--- src/rtl/sbat_pkg.sv ---
package sbat_pkg;

  // Register offsets on the plain register port.
  localparam logic [1:0] SBAT_ADDR_CTRL  = 2'h0;
  localparam logic [1:0] SBAT_ADDR_DATA  = 2'h1;
  localparam logic [1:0] SBAT_ADDR_BAUD  = 2'h2;
  localparam logic [1:0] SBAT_ADDR_PRE   = 2'h3;
  localparam logic [2:0] SBAT_ADDR_IRQST = 3'h4;
  localparam logic [2:0] SBAT_ADDR_IRQEN = 3'h5;
  localparam logic [2:0] SBAT_ADDR_IRQCL = 3'h6;

  // Control register field positions.
  localparam int SBAT_BIT_AM_LO = 0;
  localparam int SBAT_BIT_AM_HI = 1;
  localparam int SBAT_BIT_LOST  = 2;
  localparam int SBAT_BIT_CLKS  = 3;
  localparam int SBAT_BIT_FIN   = 4;
  localparam int SBAT_BIT_RUN   = 5;
  localparam int SBAT_BIT_OVF   = 6;
  localparam int SBAT_BIT_MSB   = 7;

  // Baud config field position: source select; prescale and divisor select sit at bits 4:3 and 2:0.
  localparam int SBAT_BIT_SRC   = 7;

  // Interrupt status bits.
  localparam int SBAT_IRQ_LOST  = 0;
  localparam int SBAT_IRQ_FIN   = 1;
  localparam int SBAT_IRQ_OVF   = 2;

  // Counter and sampling constants.
  localparam int          SBAT_CNT_W      = 9;
  localparam logic [8:0]  SBAT_SAMPLE_Q   = 9'h038;
  localparam logic [8:0]  SBAT_SAMPLE_P   = 9'h008;
  localparam logic [1:0]  SBAT_QUARTER    = 2'h3;
  localparam int          SBAT_OVERSAMPLE = 64;
  localparam logic [7:0]  SBAT_RST_BYTE   = 8'h00;

  typedef enum logic [1:0] {
    SBAT_MODE_IDLE,
    SBAT_MODE_MEAS,
    SBAT_MODE_ARB,
    SBAT_MODE_RSVD
  } sbat_mode_t;

  typedef enum {
    SBAT_ST_WAIT,
    SBAT_ST_RUN,
    SBAT_ST_STOP
  } sbat_state_t;

  // Register read and write request as one carrier.
  typedef struct packed {
    logic       wr;
    logic       rd;
    logic [2:0] addr;
    logic [7:0] wdata;
  } sbat_req_t;

endpackage

--- src/rtl/sbat_arbiter.sv ---
// Design decisions made here: the register addresses and the address-and-strobe port.
`timescale 1ns/100ps
// Functional notes
// - Nine-bit up-counter with overflow bit.
// - Mode field: idle, measure, arbitrate, reserved.
// - Lost flag cleared by writing zero high.
// - Clock: half prescaler or bus quarter.
// - Finished flag set; any control write clears.
// - Running flag shows counter counting.
// - Overflow flag set; control write clears.
// - Idle mode holds counter cleared.
// - Counter readable; control write clears it.
// - Select zero: falling edge to falling edge.
// - Select one: start while receive low.
// - Select one: stop on rising edge.
// - Arbitration restarts on transmit rising edge.
// - Sample receive at 0x38 or 0x08.
// - Lost flag forces transmit pin high.
// - Transmit low first: reset, await rise.
// - Baud source bus or quad clock.
// - Baud is source over divider chain.
module sbat_arbiter
  import sbat_pkg::*;
(
  input  wire logic       clk,
  input  wire logic       sys_rst,
  input  wire logic       quad_tick,
  input  wire logic [2:0] reg_addr,
  input  wire logic [7:0] reg_wdata,
  input  wire logic       reg_wr,
  input  wire logic       reg_rd,
  output logic [7:0]      reg_rdata,
  input  wire logic       rx_pin,
  input  wire logic       tx_shift_out,
  output logic            tx_pin,
  output logic            baud_tick,
  output logic            irq
);

  sbat_req_t   req;
  sbat_state_t state;
  logic [1:0]  arb_mode_sel;
  logic        clk_sel;
  logic [SBAT_CNT_W-1:0] count;
  logic        arb_lost_flag;
  logic        measure_done_flag;
  logic        counter_overflow_flag;
  logic [7:0]  baud_cfg;
  logic [7:0]  pre_cfg;
  logic [2:0]  irq_status;
  logic [2:0]  irq_enable;
  logic [1:0]  quarter_cnt;
  logic        bus_tick;
  logic        pre_tick;
  logic        half_tog;
  logic        cnt_tick;
  logic        rx_sync;
  logic        rx_prev;
  logic        tx_prev;
  logic        rx_fall;
  logic        rx_rise;
  logic        tx_rise;
  logic        ctrl_wr;
  logic        ev_lost;
  logic        ev_fin;
  logic        ev_ovf;
  logic        sample_hit;
  logic        baud_raw;
  logic        counter_running_flag;

  assign req     = '{wr: reg_wr, rd: reg_rd, addr: reg_addr, wdata: reg_wdata};
  assign ctrl_wr = req.wr && (req.addr == {1'b0, SBAT_ADDR_CTRL});

  function automatic logic is_mode(input logic [1:0] m, input sbat_mode_t want);
    return m == 2'(want);
  endfunction

  sbat_rx_sync u_sync (
    .clk     (clk),
    .sys_rst (sys_rst),
    .rx_pin  (rx_pin),
    .rx_sync (rx_sync)
  );

  sbat_baud_gen u_baud (
    .clk                  (clk),
    .sys_rst              (sys_rst),
    .quad_tick            (quad_tick),
    .bus_tick             (1'b1),
    .baud_source_sel      (baud_cfg[SBAT_BIT_SRC]),
    .reg_prescale_div     (baud_cfg[4:3]),
    .baud_divisor         (baud_cfg[2:0]),
    .prescale_divisor     (pre_cfg[7:5]),
    .prescale_fine_adjust (pre_cfg[4:0]),
    .pre_tick             (pre_tick),
    .baud_tick            (baud_raw)
  );

  // Bus clock quarter and half of prescaler output as enable pulses.
  always_ff @(posedge clk) begin
    if (sys_rst) begin
      quarter_cnt <= 2'h0;
      half_tog    <= 1'b0;
    end else begin
      quarter_cnt <= quarter_cnt + 2'h1;
      if (pre_tick) half_tog <= ~half_tog;
    end
  end
  assign bus_tick = (quarter_cnt == SBAT_QUARTER);
  assign cnt_tick = clk_sel ? (pre_tick && half_tog) : bus_tick;

  // Edge detectors on the synchronised receive and on transmit shift output.
  always_ff @(posedge clk) begin
    if (sys_rst) begin
      rx_prev <= 1'b1;
      tx_prev <= 1'b1;
    end else begin
      rx_prev <= rx_sync;
      tx_prev <= tx_shift_out;
    end
  end
  assign rx_fall = rx_prev && !rx_sync;
  assign rx_rise = !rx_prev && rx_sync;
  assign tx_rise = !tx_prev && tx_shift_out;

  // Software-written fields; writing the mode also touches the lost flag.
  always_ff @(posedge clk) begin
    if (sys_rst) begin
      arb_mode_sel <= 2'h0;
      clk_sel      <= 1'b0;
      baud_cfg     <= SBAT_RST_BYTE;
      pre_cfg      <= SBAT_RST_BYTE;
      irq_enable   <= 3'h0;
    end else if (req.wr) begin
      case (req.addr)
        {1'b0, SBAT_ADDR_CTRL}: begin
          arb_mode_sel <= req.wdata[SBAT_BIT_AM_HI:SBAT_BIT_AM_LO];
          clk_sel      <= req.wdata[SBAT_BIT_CLKS];
        end
        {1'b0, SBAT_ADDR_BAUD}: baud_cfg <= req.wdata;
        {1'b0, SBAT_ADDR_PRE}:  pre_cfg <= req.wdata;
        SBAT_ADDR_IRQEN:        irq_enable <= req.wdata[2:0];
        default: ;
      endcase
    end
  end

  assign sample_hit = (count == (clk_sel ? SBAT_SAMPLE_P : SBAT_SAMPLE_Q));

  // Counter state machine; mode zero and any control write clear the count.
  always_ff @(posedge clk) begin
    if (sys_rst) begin
      state <= SBAT_ST_WAIT;
      count <= 9'h000;
      ev_fin <= 1'b0;
      ev_ovf <= 1'b0;
      ev_lost <= 1'b0;
    end else begin
      ev_fin  <= 1'b0;
      ev_ovf  <= 1'b0;
      ev_lost <= 1'b0;
      if (ctrl_wr || is_mode(arb_mode_sel, SBAT_MODE_IDLE) ||
          is_mode(arb_mode_sel, SBAT_MODE_RSVD)) begin
        state <= SBAT_ST_WAIT;
        count <= 9'h000;
      end else if (is_mode(arb_mode_sel, SBAT_MODE_MEAS)) begin
        case (state)
          SBAT_ST_WAIT: begin
            if (clk_sel ? !rx_sync : rx_fall) state <= SBAT_ST_RUN;
          end
          SBAT_ST_RUN: begin
            if (clk_sel ? rx_rise : rx_fall) begin
              state  <= SBAT_ST_STOP;
              ev_fin <= 1'b1;
            end else if (cnt_tick) begin
              count <= count + 9'h001;
              if (&count) ev_ovf <= 1'b1;
            end
          end
          SBAT_ST_STOP: ;
          default: state <= SBAT_ST_WAIT;
        endcase
      end else begin
        // Arbitration: the sample is taken when the count since the last transmit rising edge reaches the sample point.
        case (state)
          SBAT_ST_WAIT: begin
            if (tx_rise) begin
              state <= SBAT_ST_RUN;
              count <= 9'h000;
            end
          end
          SBAT_ST_RUN: begin
            if (tx_rise) begin
              count <= 9'h000;
            end else if (!tx_shift_out) begin
              state <= SBAT_ST_WAIT;
              count <= 9'h000;
            end else if (cnt_tick) begin
              if (sample_hit && !rx_sync) ev_lost <= 1'b1;
              count <= count + 9'h001;
              if (&count) ev_ovf <= 1'b1;
            end
          end
          default: state <= SBAT_ST_WAIT;
        endcase
      end
    end
  end

  assign counter_running_flag = (state == SBAT_ST_RUN) && !is_mode(arb_mode_sel, SBAT_MODE_IDLE);

  // Sticky flags: a same-cycle event beats the clear.
  always_ff @(posedge clk) begin
    if (sys_rst) begin
      arb_lost_flag         <= 1'b0;
      measure_done_flag     <= 1'b0;
      counter_overflow_flag <= 1'b0;
    end else begin
      if (ev_lost) arb_lost_flag <= 1'b1;
      else if (ctrl_wr && !req.wdata[SBAT_BIT_AM_HI]) arb_lost_flag <= 1'b0;
      if (ev_fin) measure_done_flag <= 1'b1;
      else if (ctrl_wr) measure_done_flag <= 1'b0;
      if (ev_ovf) counter_overflow_flag <= 1'b1;
      else if (ctrl_wr) counter_overflow_flag <= 1'b0;
    end
  end

  // Interrupt status: set wins over the write-one clear.
  always_ff @(posedge clk) begin
    if (sys_rst) begin
      irq_status <= 3'h0;
    end else begin
      irq_status <= (irq_status & ~((req.wr && req.addr == SBAT_ADDR_IRQCL) ?
                     req.wdata[2:0] : 3'h0)) | {ev_ovf, ev_fin, ev_lost};
    end
  end

  // Registered outputs.
  always_ff @(posedge clk) begin
    if (sys_rst) begin
      tx_pin    <= 1'b1;
      irq       <= 1'b0;
      baud_tick <= 1'b0;
    end else begin
      tx_pin    <= tx_shift_out | arb_lost_flag | ev_lost;
      irq       <= |(irq_status & irq_enable);
      baud_tick <= baud_raw;
    end
  end

  // Read data one cycle after the strobe; unmapped reads return zero.
  always_ff @(posedge clk) begin
    if (sys_rst) begin
      reg_rdata <= 8'h00;
    end else if (req.rd) begin
      case (req.addr)
        {1'b0, SBAT_ADDR_CTRL}: reg_rdata <= {count[8], counter_overflow_flag,
                                counter_running_flag, measure_done_flag, clk_sel,
                                arb_lost_flag, arb_mode_sel};
        {1'b0, SBAT_ADDR_DATA}: reg_rdata <= count[7:0];
        {1'b0, SBAT_ADDR_BAUD}: reg_rdata <= baud_cfg;
        {1'b0, SBAT_ADDR_PRE}:  reg_rdata <= pre_cfg;
        SBAT_ADDR_IRQST:        reg_rdata <= {5'h00, irq_status};
        SBAT_ADDR_IRQEN:        reg_rdata <= {5'h00, irq_enable};
        default:                reg_rdata <= 8'h00;
      endcase
    end else begin
      reg_rdata <= 8'h00;
    end
  end

  // Checks.
  property p_lost_forces_tx;
    @(posedge clk) disable iff (sys_rst) arb_lost_flag |=> tx_pin;
  endproperty
  a_lost_forces_tx: assert property (p_lost_forces_tx) else $error("tx not forced");

  property p_ctrl_wr_clears;
    @(posedge clk) disable iff (sys_rst) ctrl_wr |=> (count == 9'h000);
  endproperty
  a_ctrl_wr_clears: assert property (p_ctrl_wr_clears) else $error("count not cleared");

  property p_idle_holds;
    @(posedge clk) disable iff (sys_rst)
      (arb_mode_sel == 2'h0) ##1 (arb_mode_sel == 2'h0) |-> (count == 9'h000) && !counter_running_flag;
  endproperty
  a_idle_holds: assert property (p_idle_holds) else $error("idle counting");

  property p_fin_sets;
    @(posedge clk) disable iff (sys_rst) ev_fin |=> measure_done_flag;
  endproperty
  a_fin_sets: assert property (p_fin_sets) else $error("finish lost");

  property p_ovf_sets;
    @(posedge clk) disable iff (sys_rst) ev_ovf |=> counter_overflow_flag;
  endproperty
  a_ovf_sets: assert property (p_ovf_sets) else $error("overflow lost");

  property p_count_step;
    @(posedge clk) disable iff (sys_rst)
      (state == SBAT_ST_RUN) && cnt_tick && !ctrl_wr && (arb_mode_sel == 2'h1) &&
      !(clk_sel ? rx_rise : rx_fall) |=> count == $past(count) + 9'h001;
  endproperty
  a_count_step: assert property (p_count_step) else $error("count stalled");

  property p_lost_cause;
    @(posedge clk) disable iff (sys_rst) $rose(arb_lost_flag) |-> $past(ev_lost);
  endproperty
  a_lost_cause: assert property (p_lost_cause) else $error("spurious lost");

  property p_quarter;
    @(posedge clk) disable iff (sys_rst) bus_tick |=> !bus_tick [*3] ##1 bus_tick;
  endproperty
  a_quarter: assert property (p_quarter) else $error("quarter rate wrong");

endmodule

--- src/rtl/sbat_baud_gen.sv ---
`timescale 1ns/100ps
module sbat_baud_gen
  import sbat_pkg::*;
(
  input  wire logic       clk,
  input  wire logic       sys_rst,
  input  wire logic       quad_tick,
  input  wire logic       bus_tick,
  input  wire logic       baud_source_sel,
  input  wire logic [1:0] reg_prescale_div,
  input  wire logic [2:0] baud_divisor,
  input  wire logic [2:0] prescale_divisor,
  input  wire logic [4:0] prescale_fine_adjust,
  output logic            pre_tick,
  output logic            baud_tick
);

  logic [3:0]  pd_cnt;
  logic [4:0]  frame;
  logic        insert;
  logic [5:0]  os_cnt;
  logic [3:0]  bpd_cnt;
  logic [7:0]  bd_cnt;
  logic        src_tick;
  logic [3:0]  bpd_max;
  logic        pd_done;
  logic        os_tick;
  logic        bpd_tick;

  // Source clock choice.
  assign src_tick = baud_source_sel ? quad_tick : bus_tick;

  // Register prescaler divisor decode: 1, 3, 4 or 13.
  always_comb begin
    case (reg_prescale_div)
      2'h0:    bpd_max = 4'h0;
      2'h1:    bpd_max = 4'h2;
      2'h2:    bpd_max = 4'h3;
      default: bpd_max = 4'hC;
    endcase
  end

  // Fractional clock insertion: frame slot below the fine value stretches one source cycle.
  assign pd_done = (prescale_divisor == 3'h0) ? src_tick :
                   (src_tick && pd_cnt == {1'b0, prescale_divisor} + {3'h0, insert});

  always_ff @(posedge clk) begin
    if (sys_rst) begin
      pd_cnt <= 4'h0;
      frame  <= 5'h00;
      insert <= 1'b0;
    end else if (src_tick) begin
      if (pd_done) begin
        pd_cnt <= 4'h0;
        frame  <= frame + 5'h01;
        insert <= (prescale_divisor != 3'h0) && ((frame + 5'h01) < prescale_fine_adjust);
      end else begin
        pd_cnt <= pd_cnt + 4'h1;
      end
    end
  end

  assign pre_tick = pd_done;

  // Divide by 64, then the register prescaler, then the baud divisor.
  // The prescaler and divisor end tests use >= so that a smaller divisor written mid-count ends the
  // current period at once instead of running the counter round its full range.
  assign os_tick  = pre_tick && (os_cnt == 6'(SBAT_OVERSAMPLE - 1));
  assign bpd_tick = os_tick && (bpd_cnt >= bpd_max);
  always_ff @(posedge clk) begin
    if (sys_rst) begin
      os_cnt    <= 6'h00;
      bpd_cnt   <= 4'h0;
      bd_cnt    <= 8'h00;
      baud_tick <= 1'b0;
    end else begin
      baud_tick <= 1'b0;
      if (pre_tick) os_cnt <= os_cnt + 6'h01;
      if (os_tick) bpd_cnt <= (bpd_cnt >= bpd_max) ? 4'h0 : bpd_cnt + 4'h1;
      if (bpd_tick) begin
        if (bd_cnt >= (8'h01 << baud_divisor) - 8'h01) begin
          bd_cnt    <= 8'h00;
          baud_tick <= 1'b1;
        end else begin
          bd_cnt <= bd_cnt + 8'h01;
        end
      end
    end
  end

endmodule

--- src/rtl/sbat_rx_sync.sv ---
`timescale 1ns/100ps
module sbat_rx_sync
  import sbat_pkg::*;
(
  input  wire logic clk,
  input  wire logic sys_rst,
  input  wire logic rx_pin,
  output logic      rx_sync
);

  logic meta;

  // Two flops; the first is read only by the second to contain metastability.
  always_ff @(posedge clk) begin
    if (sys_rst) begin
      meta    <= 1'b1;
      rx_sync <= 1'b1;
    end else begin
      meta    <= rx_pin;
      rx_sync <= meta;
    end
  end

endmodule

--- config.mk ---
export PLATFORM = sky130hd
export DESIGN_NAME = sbat_arbiter
export DESIGN_NICKNAME = d
export VERILOG_FILES = /design/src/rtl/sbat_pkg.sv /design/src/rtl/sbat_arbiter.sv /design/src/rtl/sbat_baud_gen.sv /design/src/rtl/sbat_rx_sync.sv
export SDC_FILE = /design/constraint.sdc
export NUM_CORES = 1
export LEC_CHECK = 0
export ABC_CLOCK_PERIOD_IN_PS = 2200
export BUFFER_PORTS_ARGS = -buffer_cell sky130_fd_sc_hd__buf_2
export CORE_MARGIN = 2
export CORE_UTILIZATION = 55
export DETAILED_ROUTE_END_ITERATION = 16
export GPL_ROUTABILITY_DRIVEN = 0
export PLACE_DENSITY = 0.76
export SLEW_MARGIN = 5
export SYNTH_ARGS = -nofsm -noshare
export SYNTH_HDL_FRONTEND = slang
export SYNTH_SLANG_ARGS = --single-unit
--- constraint.sdc ---
create_clock -name clk -period 2.2 [get_ports clk]
set_clock_uncertainty 0.1 [all_clocks]
set_input_delay 0.22 -clock clk [delete_from_list [all_inputs] [get_ports clk]]
set_output_delay 0.22 -clock clk [all_outputs]
set_load 0.1 [all_outputs]
After elaboration in Yosys (flattened, before gate mapping)
Cells that the tools add are included.

Latch bits: 0. Bits in writable memories: 0. Register bits after elaboration: 119. Memories: 0. ROM bits: 0.

$add $sub $neg: 9. Order comparisons: 3. Equal/unequal tests: 25. Shifts and indexed selects: 1. Divide/modulo/power cells: 0. Muxes and demuxes: 44. Bitwise logic cells: 13. Reduce and logical (&&, ||, !) cells: 44. Multiply operators: 0.

Operator list (count): $mux W32 (6); $pmux W32 S3 (1); $eq A32 B2 Y1 const B (2); $pmux W32 S2 (1); $mux W9 (7); $pmux W8 S6 (1); $eq A32 B1 Y1 const B (1); $logic_not A32 Y1 (1); $mux W1 (21); $pmux W9 S2 (1); $ne A3 B3 Y1 const B (5); $logic_and A1 B1 Y1 (13); $pmux W4 S3 (1); $reduce_and A2 Y1 (5); $add A9 B1 Y9 const B (1); $eq A3 B3 Y1 const B (3); $eq A9 B6 Y1 (1); $reduce_and A9 Y1 (1); $add A4 B1 Y4 const B (2); $add A8 B1 Y8 const B (1); $ge A8 B8 Y1 (1); $mux W4 (2); $mux W8 (1); $reduce_bool A2 Y1 (4); other kinds (34) (56).

Depth between registers and ports, before layout
Gate-level depths: netlist of run 1.

Word-level depth: 11. Gate-level depth with buffers: 9. Gate-level depth less buffers: 8.

Modules after synthesis
From an unflattened synthesis of run 1, not the netlist that was laid out.

Cell total of the unflattened synthesis: 543. Area total of the unflattened synthesis: 4767.1 µm².

By module, submodules not included: sbat_arbiter (instances 1, cells an instance 292, area an instance 2680.1 µm²); sbat_baud_gen (instances 1, cells an instance 247, area an instance 2034.5 µm²); sbat_rx_sync (instances 1, cells an instance 4, area an instance 52.6 µm²).

Least setup slack after synthesis of run 1
OpenSTA, ideal clock, no wires.

Kind: register to register. Start point: register baud_cfg[3]. End point: register u_baud.bpd_cnt[0]. Slack: -0.159 ns. Data arrival time: 2.189 ns. Buffers on the path: 1. Cell stages (with the launch flop): 10. Data required time: 2.030 ns. Setup time: 0.070 ns. Cell sequence: dfxtp_1 -> inv_1 -> ha_1 -> ha_1 -> nand2b_1 -> a2111oi_2 -> or2_2 -> buf_2 -> nand3_1 -> a21oi_1.

Word-level cells in the longest chain between the ends: 4. Elaborated cells on any way between the ends: 6. Classes of those cells: order compare: 1; eq/ne: 2; mux: 2; reduce/logical: 1.

Ends and longest elaborated chain: start: declaration (RTL line sbat_arbiter.sv:48) `logic [7:0] baud_cfg;`; start signal: assignment (RTL line sbat_arbiter.sv:140) `{1'b0, SBAT_ADDR_BAUD}: baud_cfg <= req.wdata;`; $eq A2 B2 Y1 (tied with other cells) (RTL line sbat_baud_gen.sv:35) `case (reg_prescale_div)`; $pmux W4 S3 (*) (RTL line sbat_baud_gen.sv:35); $ge A4 B4 Y1 (*) (RTL line sbat_baud_gen.sv:79) `if (os_tick) bpd_cnt <= (bpd_cnt >= bpd_max) ? 4'h0 : bpd_cnt + 4'h1;`; $mux W4 (*) (RTL line sbat_baud_gen.sv:79); end signal: assignment (RTL line sbat_baud_gen.sv:79); end: declaration (RTL line sbat_baud_gen.sv:22) `logic [3:0] bpd_cnt;`.

Mark *: on every way between the ends. The rest lies on a longest branch, timed or not. A chain may end at the register's enable or synchronous reset.

Worst setup path after layout of run 1
Start point: register u_baud.insert. End point: register ev_lost.

Word-level cells in the longest chain between the ends: 8.

Ends and longest elaborated chain: start: declaration (RTL line sbat_baud_gen.sv:20) `logic insert;`; start signal: assignment (RTL line sbat_baud_gen.sv:56) `insert <= (prescale_divisor != 3'h0) && ((frame + 5'h01) < prescale_fine_adjust);`; $add A3 B1 Y4 (RTL line sbat_baud_gen.sv:45) `(src_tick && pd_cnt == {1'b0, prescale_divisor} + {3'h0, insert});`; $eq A4 B4 Y1 (RTL line sbat_baud_gen.sv:45); $logic_and A1 B1 Y1 (RTL line sbat_baud_gen.sv:45); $mux W1 (RTL line sbat_baud_gen.sv:44) `assign pd_done = (prescale_divisor == 3'h0) ? src_tick :`; $logic_and A1 B1 Y1 (RTL line sbat_arbiter.sv:110) `assign cnt_tick = clk_sel ? (pre_tick && half_tog) : bus_tick;`; $mux W1 (RTL line sbat_arbiter.sv:110); $not A1 Y1 (no line); $reduce_or A7 Y1 (no line); end signal: assignment (RTL line sbat_arbiter.sv:157) `ev_lost <= 1'b0;`; end signal: assignment (RTL line sbat_arbiter.sv:161) `ev_lost <= 1'b0;`; end signal: assignment (RTL line sbat_arbiter.sv:199) `if (sample_hit && !rx_sync) ev_lost <= 1'b1;`; end: declaration (RTL line sbat_arbiter.sv:64) `logic ev_lost;`.

Every way passes these cells.

==> results of run 1 <==
-- cells in the mapped netlist, types with 6 or more instances --
cell type	number
nor3_1	13
mux2i_1	17
or2_2	6
nor2_1	46
buf_2	6
nor4b_1	6
inv_1	16
nor2b_1	21
or3_1	7
nand2b_1	14
clkbuf_1	20
dfxtp_1	89
xnor2_1	10
a21oi_1	45
ha_1	29
o21ai_0	20
o211ai_1	11
or4_1	7
nand3_1	19
nand4_1	10
nand2_1	57
-- path summary, 6_finish.rpt --
check                 start  depth (start not counted)  slack, ns        endpoint
max reg2reg   u_baud.insert                          7       0.06         ev_lost
min reg2reg  quarter_cnt[0]                          1       0.33  quarter_cnt[0]
max           u_baud.insert                          7       0.06         ev_lost
min            reg_wdata[4]                          3       0.02      pre_cfg[4]
-- power by group through the flow --
stage	registers (uW)	clock network, uW	logic, uW
2_1_floorplan	1710	0	188
3_3_place_gp	1700	0	296
3_5_place_dp	1700	0	305
4_1_cts	1670	1300	316
5_1_grt	1670	1370	364
6_report	1670	1290	334
-- layout make-up --
cell class / count / share of cell area, %
Sequential cell: 89 / 31.7
Inverter: 16 / 1.06
Clock buffer: 11 / 2.68
Multi-Input combinational cell: 419 / 52.6
Clock inverter: 4 / 1.35
Timing Repair Buffer: 67 / 8.34
Tap cell: 105 / 2.32
-- metal layers --
| layer | up-vias | track usage, % |
|---|---|---|
| met1 | 2008 | 32.4 |
| met4 | 0 | 10.4 |
| met5 | - | 0 |
| li1 | 2092 | - |
| met2 | 130 | 39.4 |
| met3 | 24 | 3.32 |
-- through the flow --
stage	worst slack [ns]	cells	utilization, %	setup TNS [ns]
floorplan	0.00461	554	-	0
global placement	0.0186	694	63.2	0
detailed placement	-0.0550	694	63.2	-0.108
CTS	-0.0174	712	66.6	-0.0189
global route	-0.0330	711	68.2	-0.0543
finish	0.0550	711	68.2	0
-- cells by family after synthesis --
family | synth area share (%)
AND/OR/NAND/NOR | 25.5
flip-flops | 37.5
multiplexers | 6.42
other | 0.0789
adder cells (fa/ha/maj) | 7.63
XOR/XNOR | 3.08
buffers and inverters | 3.79
AO/OA/AOI/OAI | 16.0
-- worst max-delay path: stages (launching register included) --
cell and delay [ns]:
dfxtp_2 0.34, ha_4 0.17, ha_4 0.27, xnor2_2 0.11
o2111ai_2 0.13, o21a_2 0.27, or4_4 0.45, nor4_4 0.22
-- registers in the layout, summed over array words and instances (netlist names), 2 cells and up --
register,cells
count,9
baud_cfg,8
pre_cfg,8
reg_rdata,8
u_baud.bd_cnt,8
u_baud.os_cnt,6
u_baud.frame,5
u_baud.bpd_cnt,4
u_baud.pd_cnt,4
irq_enable,3
irq_status,3
arb_mode_sel,2
quarter_cnt,2
state,2
-- timing repair --
| action | CTS | global route |
|---|---|---|
| setup buffers | 2 | 0 |
| resized for setup | 9 | 33 |
| hold buffers | 1 | 0 |
| setup endpoints to repair | 10 | 23 |
| hold endpoints to repair | 1 | 0 |
| pin swaps | 6 | 19 |
==> results.tsv, run 1 <==
stage	metric	value	unit
grt	initial antenna violation count	0	
synthesis	syn_nets	601	
grt	pin count of the biggest net entering global routing	81	
finish	commonest non-fill, non-tap cells in the layout	dfxtp_1 (82), nand2_1 (57), nor2_1 (45), a21oi_1 (45), buf_4 (33)	
finish	Antenna diodes	0	
floorplanning	Rows	33	
pwr	clock power share	39.1	%
grt	first-pass GRT wire length	18900	um
synthesis	Distinct cells, synth	64	
finish	design area	0.00566	mm2
sta	Setup violations, final	0	
sta	Slew Viols, Final	0	
pwr	Power Internal	2480	uW
synthesis	top cell type's share of synthesized area	37.5	%
critical_path	crit path capture type	flop	
sta	Worst-Margin Slew	0.607	ns
synthesis	sequential share of the synthesized area	37.5	%
grt	total gr overflow	0	
sta	RSZ-0062 raised after global routing	yes	
floorplanning	core area	0.00830	mm2
sta	Period Utilization, post-route	97.5	%
detailed_routing	drt pass-1 iters	4	
detailed_routing	drt first-iter violations	257	
synthesis	EDFF count, synth	0	
job	total of max-cap violations	0	
clock_network	H-tree depth	3	
clock_network	clock buffer depth	2	
pwr	Max IR drop VDD	0.342	mV
pwr	Tot Pwr	3290	uW
clock_network	clock tree root buffer cell	clkbuf_8	
pwr	Net Sw Frac	24.5	%
synthesis	synthesized area	0.00475	mm2
clock_network	CTS tree	done	
floorplanning	DIE WIDTH	97.0	um
critical_path	Critical Path RT	2.37	ns
pwr	P_sw	807	uW
detailed_routing	via count	4254	
detailed_routing	DR WL met3	515	um
synthesis	Mapped Cells	554	
synthesis	Mapped Avg Cell Area	8.58	um2
clock_network	Worst-path clk slew	0.08	ns
synthesis	top_reg_cell synth	dfxtp_1	
critical_path	critical-path maximum fanout	7	
detailed_routing	WL per Instance	16.3	um
detailed_routing	drt total wl	11600	um
clock_network	total CTS buffers	9	
synthesis	Synth warnings	0	
critical_path	Crit Path Class	reg -> reg	
detailed_routing	metal1 wirelength	5230	um
sta	Slew HR	58.9	%
synthesis	Yosys reg bits	89	
sta	fmax	0.466	GHz
synthesis	post-synth top area cell	dfxtp_1	
floorplanning	initial cell density of the core	57.3	%
detailed_routing	post-DR vias/cell	5.98	
sta	worst hold slack	0.0191	ns
pwr	Logic pwr share	10.2	%
finish	most common cell after layout, fill and taps aside	dfxtp_1	
clock_network	clock sinks	89	
pwr	Leakage	0.00214	uW
status	status	finished, final reports clean	
finish	Area Growth Syn to Fin	19.1	%
grt	Tot GR Track Use	24.3	%
detailed_routing	DRC errors left	0	
sta	final hold vios	0	
synthesis	Synth area leaders	dfxtp_1 (37%), ha_1 (7.6%), a21oi_1 (4.7%), nand2_1 (4.5%), nor2_1 (3.6%)	
finish	ratio of cells with drive above 1 in the final layout	21.8	%
detailed_routing	DR top layer	met4	
detailed_routing	metal2 WL	5510	um
floorplanning	# IOs	29	
place	placed inst area	0.00525	mm2
place	hpwl dp	7970	um
finish	area of the multi-input gates	0.00298	mm2
pwr	Cell Pwr Density	581	mW/mm2
critical_path	Critical Path AT	2.31	ns
pwr	part of the power in registers	50.7	%
worst_hold_path	Worst Hold Class	in -> reg	
finish	number of fillers in the final layout	651	
synthesis	Async S/R FF share, synth	0	%
finish	FF/Latch Area	0.00179	mm2
clock_network	worst skew pair latency	0.36	ns
sta	Tmin final	2.14	ns
floorplanning	die height	97.0	um
grt	vias in the first global route	3950	
floorplanning	die area	0.00940	mm2
detailed_routing	Routed Antenna Nets	0	
finish	Nets	649	
place	port bufs	28	
critical_path	critical path launch point type	flop	
Power figures use the tool's default switching activity.
==> inputs of run 2 (changes only) <==
--- a/config.mk
+++ b/config.mk
@@ -7,6 +7,7 @@
 export LEC_CHECK = 0
 export ABC_CLOCK_PERIOD_IN_PS = 2200
 export BUFFER_PORTS_ARGS = -buffer_cell sky130_fd_sc_hd__buf_2
+export CAP_MARGIN = 0
 export CORE_MARGIN = 2
 export CORE_UTILIZATION = 55
 export DETAILED_ROUTE_END_ITERATION = 16
@@ -15,4 +16,5 @@
 export SLEW_MARGIN = 5
 export SYNTH_ARGS = -nofsm -noshare
 export SYNTH_HDL_FRONTEND = slang
+export SYNTH_HIERARCHICAL = 1
 export SYNTH_SLANG_ARGS = --single-unit
==> results.tsv, run 2 <==
stage	metric	value	unit	change
clock_network	total CTS buffers	9		unchanged
floorplanning	initial cell density of the core	57.4	%	+0.17 points
finish	commonest non-fill, non-tap cells in the layout	dfxtp_1 (83), nor2_1 (52), nand2_1 (44)		
sta	min setup slack post-route	-0.396	ns	-0.451 ns
synthesis	top cell type's share of synthesized area	37.4	%	-0.11 points
finish	Area Growth Syn to Fin	25.8	%	
synthesis	Simple-Gate Fraction of Synth Area	27.7	%	+2.2 points
floorplanning	core area	0.00830	mm2	unchanged
sta	Period Utilization, post-route	118	%	+20 points
critical_path	Critical Path AT	2.80	ns	+0.49 ns
floorplanning	# IOs	29		unchanged
grt	first-pass GRT wire length	19400	um	+2.6%
worst_hold_path	WHS Path Cells	3		unchanged
finish	ratio of cells with drive above 1 in the final layout	27.9	%	+6.1 points
critical_path	Crit Path Class	reg -> reg		
sta	Slew HR	34.1	%	-25 points
synthesis	Synth warnings	6		+6
sta	TNS Setup	-6.41	ns	-6.41 ns
critical_path	r2r setup slk	-0.40	ns	-0.45 ns
synthesis	Yosys reg bits	89		unchanged
synthesis	top post-synthesis cells by count	dfxtp_1 (89), nor2_1 (53), a21oi_1 (48), nand2_1 (48)		
synthesis	post-synth top area cell	dfxtp_1		
clock_network	clock tree root buffer cell	clkbuf_8		
sta	Tmin final	2.60	ns	+0.451 ns
pwr	Cell Pwr Density	529	mW/mm2	-9.0%
sta	Setup violations, final	30		+30
worst_hold_path	Min-Delay Endpoint	clk_sel		
place	hpwl dp	8180	um	+2.6%
clock_network	clock sinks	89		unchanged
synthesis	Distinct cells, synth	63		-1.6%
clock_network	worst skew pair latency	0.36	ns	about the same
critical_path	crit path capture type	flop		
sta	fmax	0.385	GHz	-17%
critical_path	critical-path maximum fanout	6		-1
synthesis	Mapped Cells	543		-2.0%
synthesis	sequential share of the synthesized area	37.4	%	-0.11 points
grt	initial antenna violation count	0		unchanged
synthesis	adder-cell share of the synthesized area	7.87	%	+0.24 points
detailed_routing	DRC errors left	0		unchanged
sta	Slew Viols, Final	0		unchanged
finish	number of flip-flops in the largest register	9		unchanged
critical_path	R2R Path Start	baud_cfg[2]		
detailed_routing	via count	4250		-0.094%
synthesis	Mapped Avg Cell Area	8.78	um2	+2.3%
synthesis	Async S/R FF share, synth	0	%	unchanged
synthesis	combinational family with the most area after synthesis	simple AND/OR/NAND/NOR gates		
grt	total gr overflow	0		unchanged
grt	pin count of the biggest net entering global routing	22		-73%
floorplanning	Rows	33		unchanged
detailed_routing	post-DR vias/cell	5.86		-2.0%
place	Placed Cells	693		-0.14%
detailed_routing	WL per Instance	16.5	um	+1.4%
sta	RSZ-0062 raised after global routing	yes		
clock_network	clock buffer depth	2		unchanged
pwr	Max IR drop VDD	0.317	mV	-7.4%
clock_network	CTS tree	done		
synthesis	syn_nets	591		-1.7%
detailed_routing	drt total wl	11900	um	+3.4%
sta	worst hold slack	0.0159	ns	-0.00326 ns
critical_path	R2R depth	11		+4
synthesis	synthesized area	0.00477	mm2	+0.29%
pwr	Leakage	0.00223	uW	+4.1%
detailed_routing	drt pass-1 iters	5		+1
synthesis	Synth area leaders	dfxtp_1 (37%), ha_1 (7.9%), a21oi_1 (5.0%), mux2i_1 (5.0%), nor2_1 (4.2%)		
clock_network	Worst-path clk slew	0.10	ns	+0.02 ns
synthesis	Compound-Gate Fraction of Synth Area	12.8	%	-3.2 points
floorplanning	DIE WIDTH	97.1	um	+0.14%
synthesis	EDFF count, synth	0		unchanged
synthesis	Synth Area in XOR/XNOR	3.31	%	+0.23 points
place	port bufs	28		unchanged
floorplanning	die area	0.00943	mm2	+0.28%
critical_path	Critical Path RT	2.40	ns	+0.03 ns
detailed_routing	drt first-iter violations	250		-2.7%
finish	number of fillers in the final layout	595		-8.6%
worst_hold_path	worst hold path startpoint	reg_wdata[3]		
sta	Worst-Margin Slew	0.985	ns	+0.378 ns
finish	Non-Filler Instances	725		+2.0%
worst_hold_path	Worst Hold Class	in -> reg		
detailed_routing	Routed Antenna Nets	0		unchanged
finish	most common cell after layout, fill and taps aside	dfxtp_1		
grt	vias in the first global route	4105		+3.9%
synthesis	top-count cell post-synth	dfxtp_1		
floorplanning	die height	97.1	um	+0.14%
clock_network	H-tree depth	3		unchanged
sta	final hold vios	0		unchanged
job	total of max-cap violations	0		unchanged
grt	Tot GR Track Use	24.7	%	+0.46 points
critical_path	reg2reg end	u_baud/bd_cnt[6]		
synthesis	proportion of synthesized area in mux cells	7.64	%	+1.2 points
status	failing checks	setup timing		
finish	Top reg by flops	count		
finish	Antenna diodes	0		unchanged
synthesis	top_reg_cell synth	dfxtp_1		
critical_path	critical path launch point type	flop		
finish	Nets	663		+2.2%
status	status	finished, violations left		
run 2: cell count changes in the layout (fill, tap and decap cells not counted), moves of 5 or more:
cell and change:
nor3_1 -8, nor4b_1 -5, nor4_4 +5, mux2i_1 +7, nand4_1 -5, nand3_1 +9
o211ai_1 -11, nand2_1 -13, nand3b_1 +6, nor2_1 +7, buf_4 +9, nor2b_1 -7
nand2b_1 -8
run 2: what timing repair did:
action / CTS / global route
pin swaps: 14 / 21
cloned: 0 / 0
gates resized for setup: 24 / 36
hold endpoints to repair: 1 / 0
endpoints found under the setup margin: 28 / 32
hold buffers: 1 / 0
buffers inserted: 6 / 9
run 2: per-stage QoR:
stage          power (uW)  area, um2  util [%]  setup WS (ns)
2_1_floorplan        1920       4960         -         -0.375
3_3_place_gp         2020       5400      65.0         -0.303
3_5_place_dp         2030       5400      65.0         -0.385
4_1_cts              3160       5740      69.2         -0.363
5_1_grt              3300       6000      72.3         -0.526
6_report             3170       6000      72.3         -0.396
run 2: routing by layer:
metal	GRT usage, %	share of wire, %
met1	34.0	46
met2	40.8	48
met3	3.17	3.9
met4	7.48	1.7
met5	0	0
run 2: worst max-delay path, cell delays in order (launching register included):
cell     delay [ns]
dfxtp_2        0.33
or3_4          0.40
ha_4           0.20
xor2_1         0.14
nor2_1         0.05
a21oi_1        0.12
ha_1           0.25
nand2_2        0.11
o21ai_2        0.08
a21o_1         0.20
or4_1          0.42
a21oi_1        0.13
run 2: area by class of cell:
cell class	count	area (um2)	area share, %
Clock inverter	7	66.3	1.11
Multi-Input combinational cell	418	3260	54.3
Timing Repair Buffer	79	559	9.32
Tap cell	105	131	2.19
Sequential cell	89	1790	29.8
Inverter	18	70.1	1.17
Clock buffer	9	124	2.07
run 2: how the worst max path moves through the flow:
| stage | startpoint | end | cells past startpoint |
|---|---|---|---|
| 2_1_floorplan | baud_cfg[2] | u_baud/bd_cnt[7] | 12 |
| 3_5_place_dp | baud_cfg[2] | u_baud/bd_cnt[6] | 11 |
| 4_1_cts | baud_cfg[2] | u_baud/bd_cnt[6] | 11 |
| 5_1_grt | baud_cfg[2] | u_baud/bd_cnt[5] | 13 |
| 3_3_place_gp | baud_cfg[2] | u_baud/bd_cnt[7] | 11 |
| 6_report | baud_cfg[2] | u_baud/bd_cnt[6] | 11 |
run 2: cells by family (layout without fill, tap and decap cells):
logic type / count (synthesis) / count (layout)
and+or+nand+nor: 239 / 239
AOI/OAI and AO/OA: 98 / 98
DFF: 89 / 89
buffers and inverters: 36 / 113
muxes: 31 / 31
adders and majority gates: 30 / 30
xor gates and xnor gates: 18 / 18
other: 2 / 2
run 2: power by group:
part | leakage (uW) | switching (uW) | internal (uW)
registers | 0.000723 | 26.1 | 1640
logic | 0.00140 | 228 | 171
clock network | 0.0000986 | 666 | 443
==> inputs of run 3 (changes only) <==
--- a/config.mk
+++ b/config.mk
@@ -13,6 +13,7 @@
 export DETAILED_ROUTE_END_ITERATION = 16
 export GPL_ROUTABILITY_DRIVEN = 0
 export PLACE_DENSITY = 0.76
+export SETUP_SLACK_MARGIN = 0.4
 export SLEW_MARGIN = 5
 export SYNTH_ARGS = -nofsm -noshare
 export SYNTH_HDL_FRONTEND = slang
==> results.tsv, run 3 (same netlist as run 2, synthesis figures left out) <==
stage	metric	value	unit	change
status	status	finished, violations left		
status	failing checks	setup timing		
critical_path	Crit Path Class	reg -> reg		
clock_network	H-tree depth	3		unchanged
sta	Tmin final	2.65	ns	+0.0535 ns
detailed_routing	Routed Antenna Nets	0		unchanged
place	hpwl dp	8460	um	+3.4%
detailed_routing	WL per Instance	17.5	um	+6.1%
finish	most common cell after layout, fill and taps aside	dfxtp_1		
floorplanning	# IOs	29		unchanged
grt	first-pass GRT wire length	21000	um	+8.3%
clock_network	total CTS buffers	9		unchanged
critical_path	crit path capture type	flop		
finish	Top reg by flops	count		
grt	total gr overflow	0		unchanged
finish	Antenna diodes	0		unchanged
worst_hold_path	Worst Hold Class	in -> reg		
place	port bufs	28		unchanged
grt	initial antenna violation count	0		unchanged
clock_network	Worst-path clk slew	0.10	ns	about the same
floorplanning	die area	0.00943	mm2	unchanged
sta	Period Utilization, post-route	120	%	+2.4 points
finish	design area	0.00614	mm2	+2.4%
sta	final hold vios	0		unchanged
critical_path	r2r setup slk	-0.45	ns	-0.05 ns
clock_network	clock buffer depth	2		unchanged
detailed_routing	post-DR vias/cell	6.03		+2.8%
grt	Tot GR Track Use	27.1	%	+2.3 points
floorplanning	initial cell density of the core	57.4	%	unchanged
sta	Setup violations, final	34		+13%
finish	commonest non-fill, non-tap cells in the layout	dfxtp_1 (83), nor2_1 (50), nand2_1 (46)		
pwr	Logic pwr share	13.4	%	+0.8 points
pwr	P_sw	943	uW	+2.5%
finish	number of fillers in the final layout	572		-3.9%
pwr	Net Sw Frac	29.4	%	+0.41 points
detailed_routing	DRC errors left	0		unchanged
critical_path	critical path launch point type	flop		
pwr	Leakage	0.00227	uW	+1.9%
floorplanning	die height	97.1	um	unchanged
sta	worst hold slack	0.0106	ns	-0.00529 ns
sta	min setup slack post-route	-0.449	ns	-0.0535 ns
clock_network	clock tree root buffer cell	clkbuf_8		
floorplanning	core area	0.00830	mm2	unchanged
finish	ratio of cells with drive above 1 in the final layout	29.6	%	+1.7 points
sta	Slew Viols, Final	0		unchanged
finish	Nets	667		+0.60%
pwr	part of the power in registers	51.9	%	-0.6 points
clock_network	worst skew pair latency	0.38	ns	+0.02 ns
sta	Slew HR	38.3	%	+4.2 points
floorplanning	Rows	33		unchanged
detailed_routing	drt first-iter violations	274		+9.6%
sta	RSZ-0062 raised after global routing	yes		
grt	vias in the first global route	4352		+6.0%
sta	TNS Setup	-7.94	ns	-1.52 ns
floorplanning	DIE WIDTH	97.1	um	unchanged
job	total of max-cap violations	0		unchanged
critical_path	critical-path maximum fanout	6		unchanged
clock_network	clock sinks	89		unchanged
detailed_routing	drt total wl	12700	um	+6.6%
pwr	clock power share	34.8	%	-0.2 points
detailed_routing	via count	4395		+3.4%
finish	number of flip-flops in the largest register	9		unchanged
pwr	Cell Pwr Density	522	mW/mm2	-1.3%
sta	Worst-Margin Slew	0.923	ns	-0.0627 ns
clock_network	CTS tree	done		
pwr	Max IR drop VDD	0.337	mV	+6.5%
sta	fmax	0.377	GHz	-2.0%
finish	Area Growth Syn to Fin	28.9	%	
critical_path	Critical Path RT	2.34	ns	-0.06 ns
grt	pin count of the biggest net entering global routing	50		+130%
critical_path	Critical Path AT	2.79	ns	about the same
place	placed inst area	0.00545	mm2	+1.0%
detailed_routing	drt pass-1 iters	5		unchanged
pwr	Power Internal	2260	uW	+0.50%
[run 3: per-stage QoR]
stage,instances,total power [uW],setup WS (ns),utilization (%)
after floorplan,543,1930,-0.375,-
after detailed placement,692,2040,-0.432,65.7
after CTS,722,3190,-0.388,72.1
after global routing,729,3330,-0.595,74.0
final,729,3210,-0.449,74.0
after global placement,692,2020,-0.311,65.7
[run 3: timing repair]
action / CTS / global route
pin swaps: 26 / 12
buffers inserted: 12 / 7
endpoints found under the hold margin: 3 / 0
resized for setup: 48 / 24
setup endpoints to repair: 41 / 42
hold buffers: 2 / 0
gates cloned: 0 / 0
[run 3: power groups by stage]
stage                     Clock, uW  Sequential [uW]  Combinational [uW]
after floorplan                   0             1710                 220
after global placement            0             1700                 327
after detailed placement          0             1700                 339
after CTS                      1130             1660                 398
after global routing           1190             1670                 466
final                          1120             1660                 429
[run 3: per-layer routing]
layer / vias to the layer above / part of all wire (%) / GRT usage [%]
met3: 28 / 4.5 / 4.53
met1: 2126 / 43 / 36.1
met5: - / 0 / 0
met2: 141 / 50 / 44.7
met4: 0 / 2.3 / 9.10
li1: 2100 / - / -
[run 3: worst paths after layout]
| check | from | endpoint | depth (start not counted) |
|---|---|---|---|
| worst max-delay path | baud_cfg[1] | u_baud/bd_cnt[5] | 13 |
| worst min-delay path | reg_wdata[4] | pre_cfg[4] | 3 |
| worst max register to register | baud_cfg[1] | u_baud/bd_cnt[5] | 13 |
| worst min register to register | u_sync/meta | u_sync/rx_sync | 1 |
[run 3: layout make-up]
type                            count  area (um2)  area share (%)
Sequential cell                    89        1790            29.2
Clock inverter                      7        66.3            1.08
Tap cell                          105         131            2.14
Clock buffer                        9         124            2.02
Inverter                           18        70.1            1.14
Timing Repair Buffer               83         643            10.5
Multi-Input combinational cell    418        3310            54.0
[run 3: worst max-delay path: stages (launching register included)]
cell and delay, ns:
dfxtp_4 0.38, or3_4 0.35, ha_4 0.20, nor3_2 0.12, a21o_1 0.13, a21oi_2 0.06, ha_1 0.29, nand2_2 0.07
nor3_4 0.21, a21o_1 0.23, buf_4 0.15, nor2_1 0.04, o21ai_1 0.11, a21oi_1 0.07
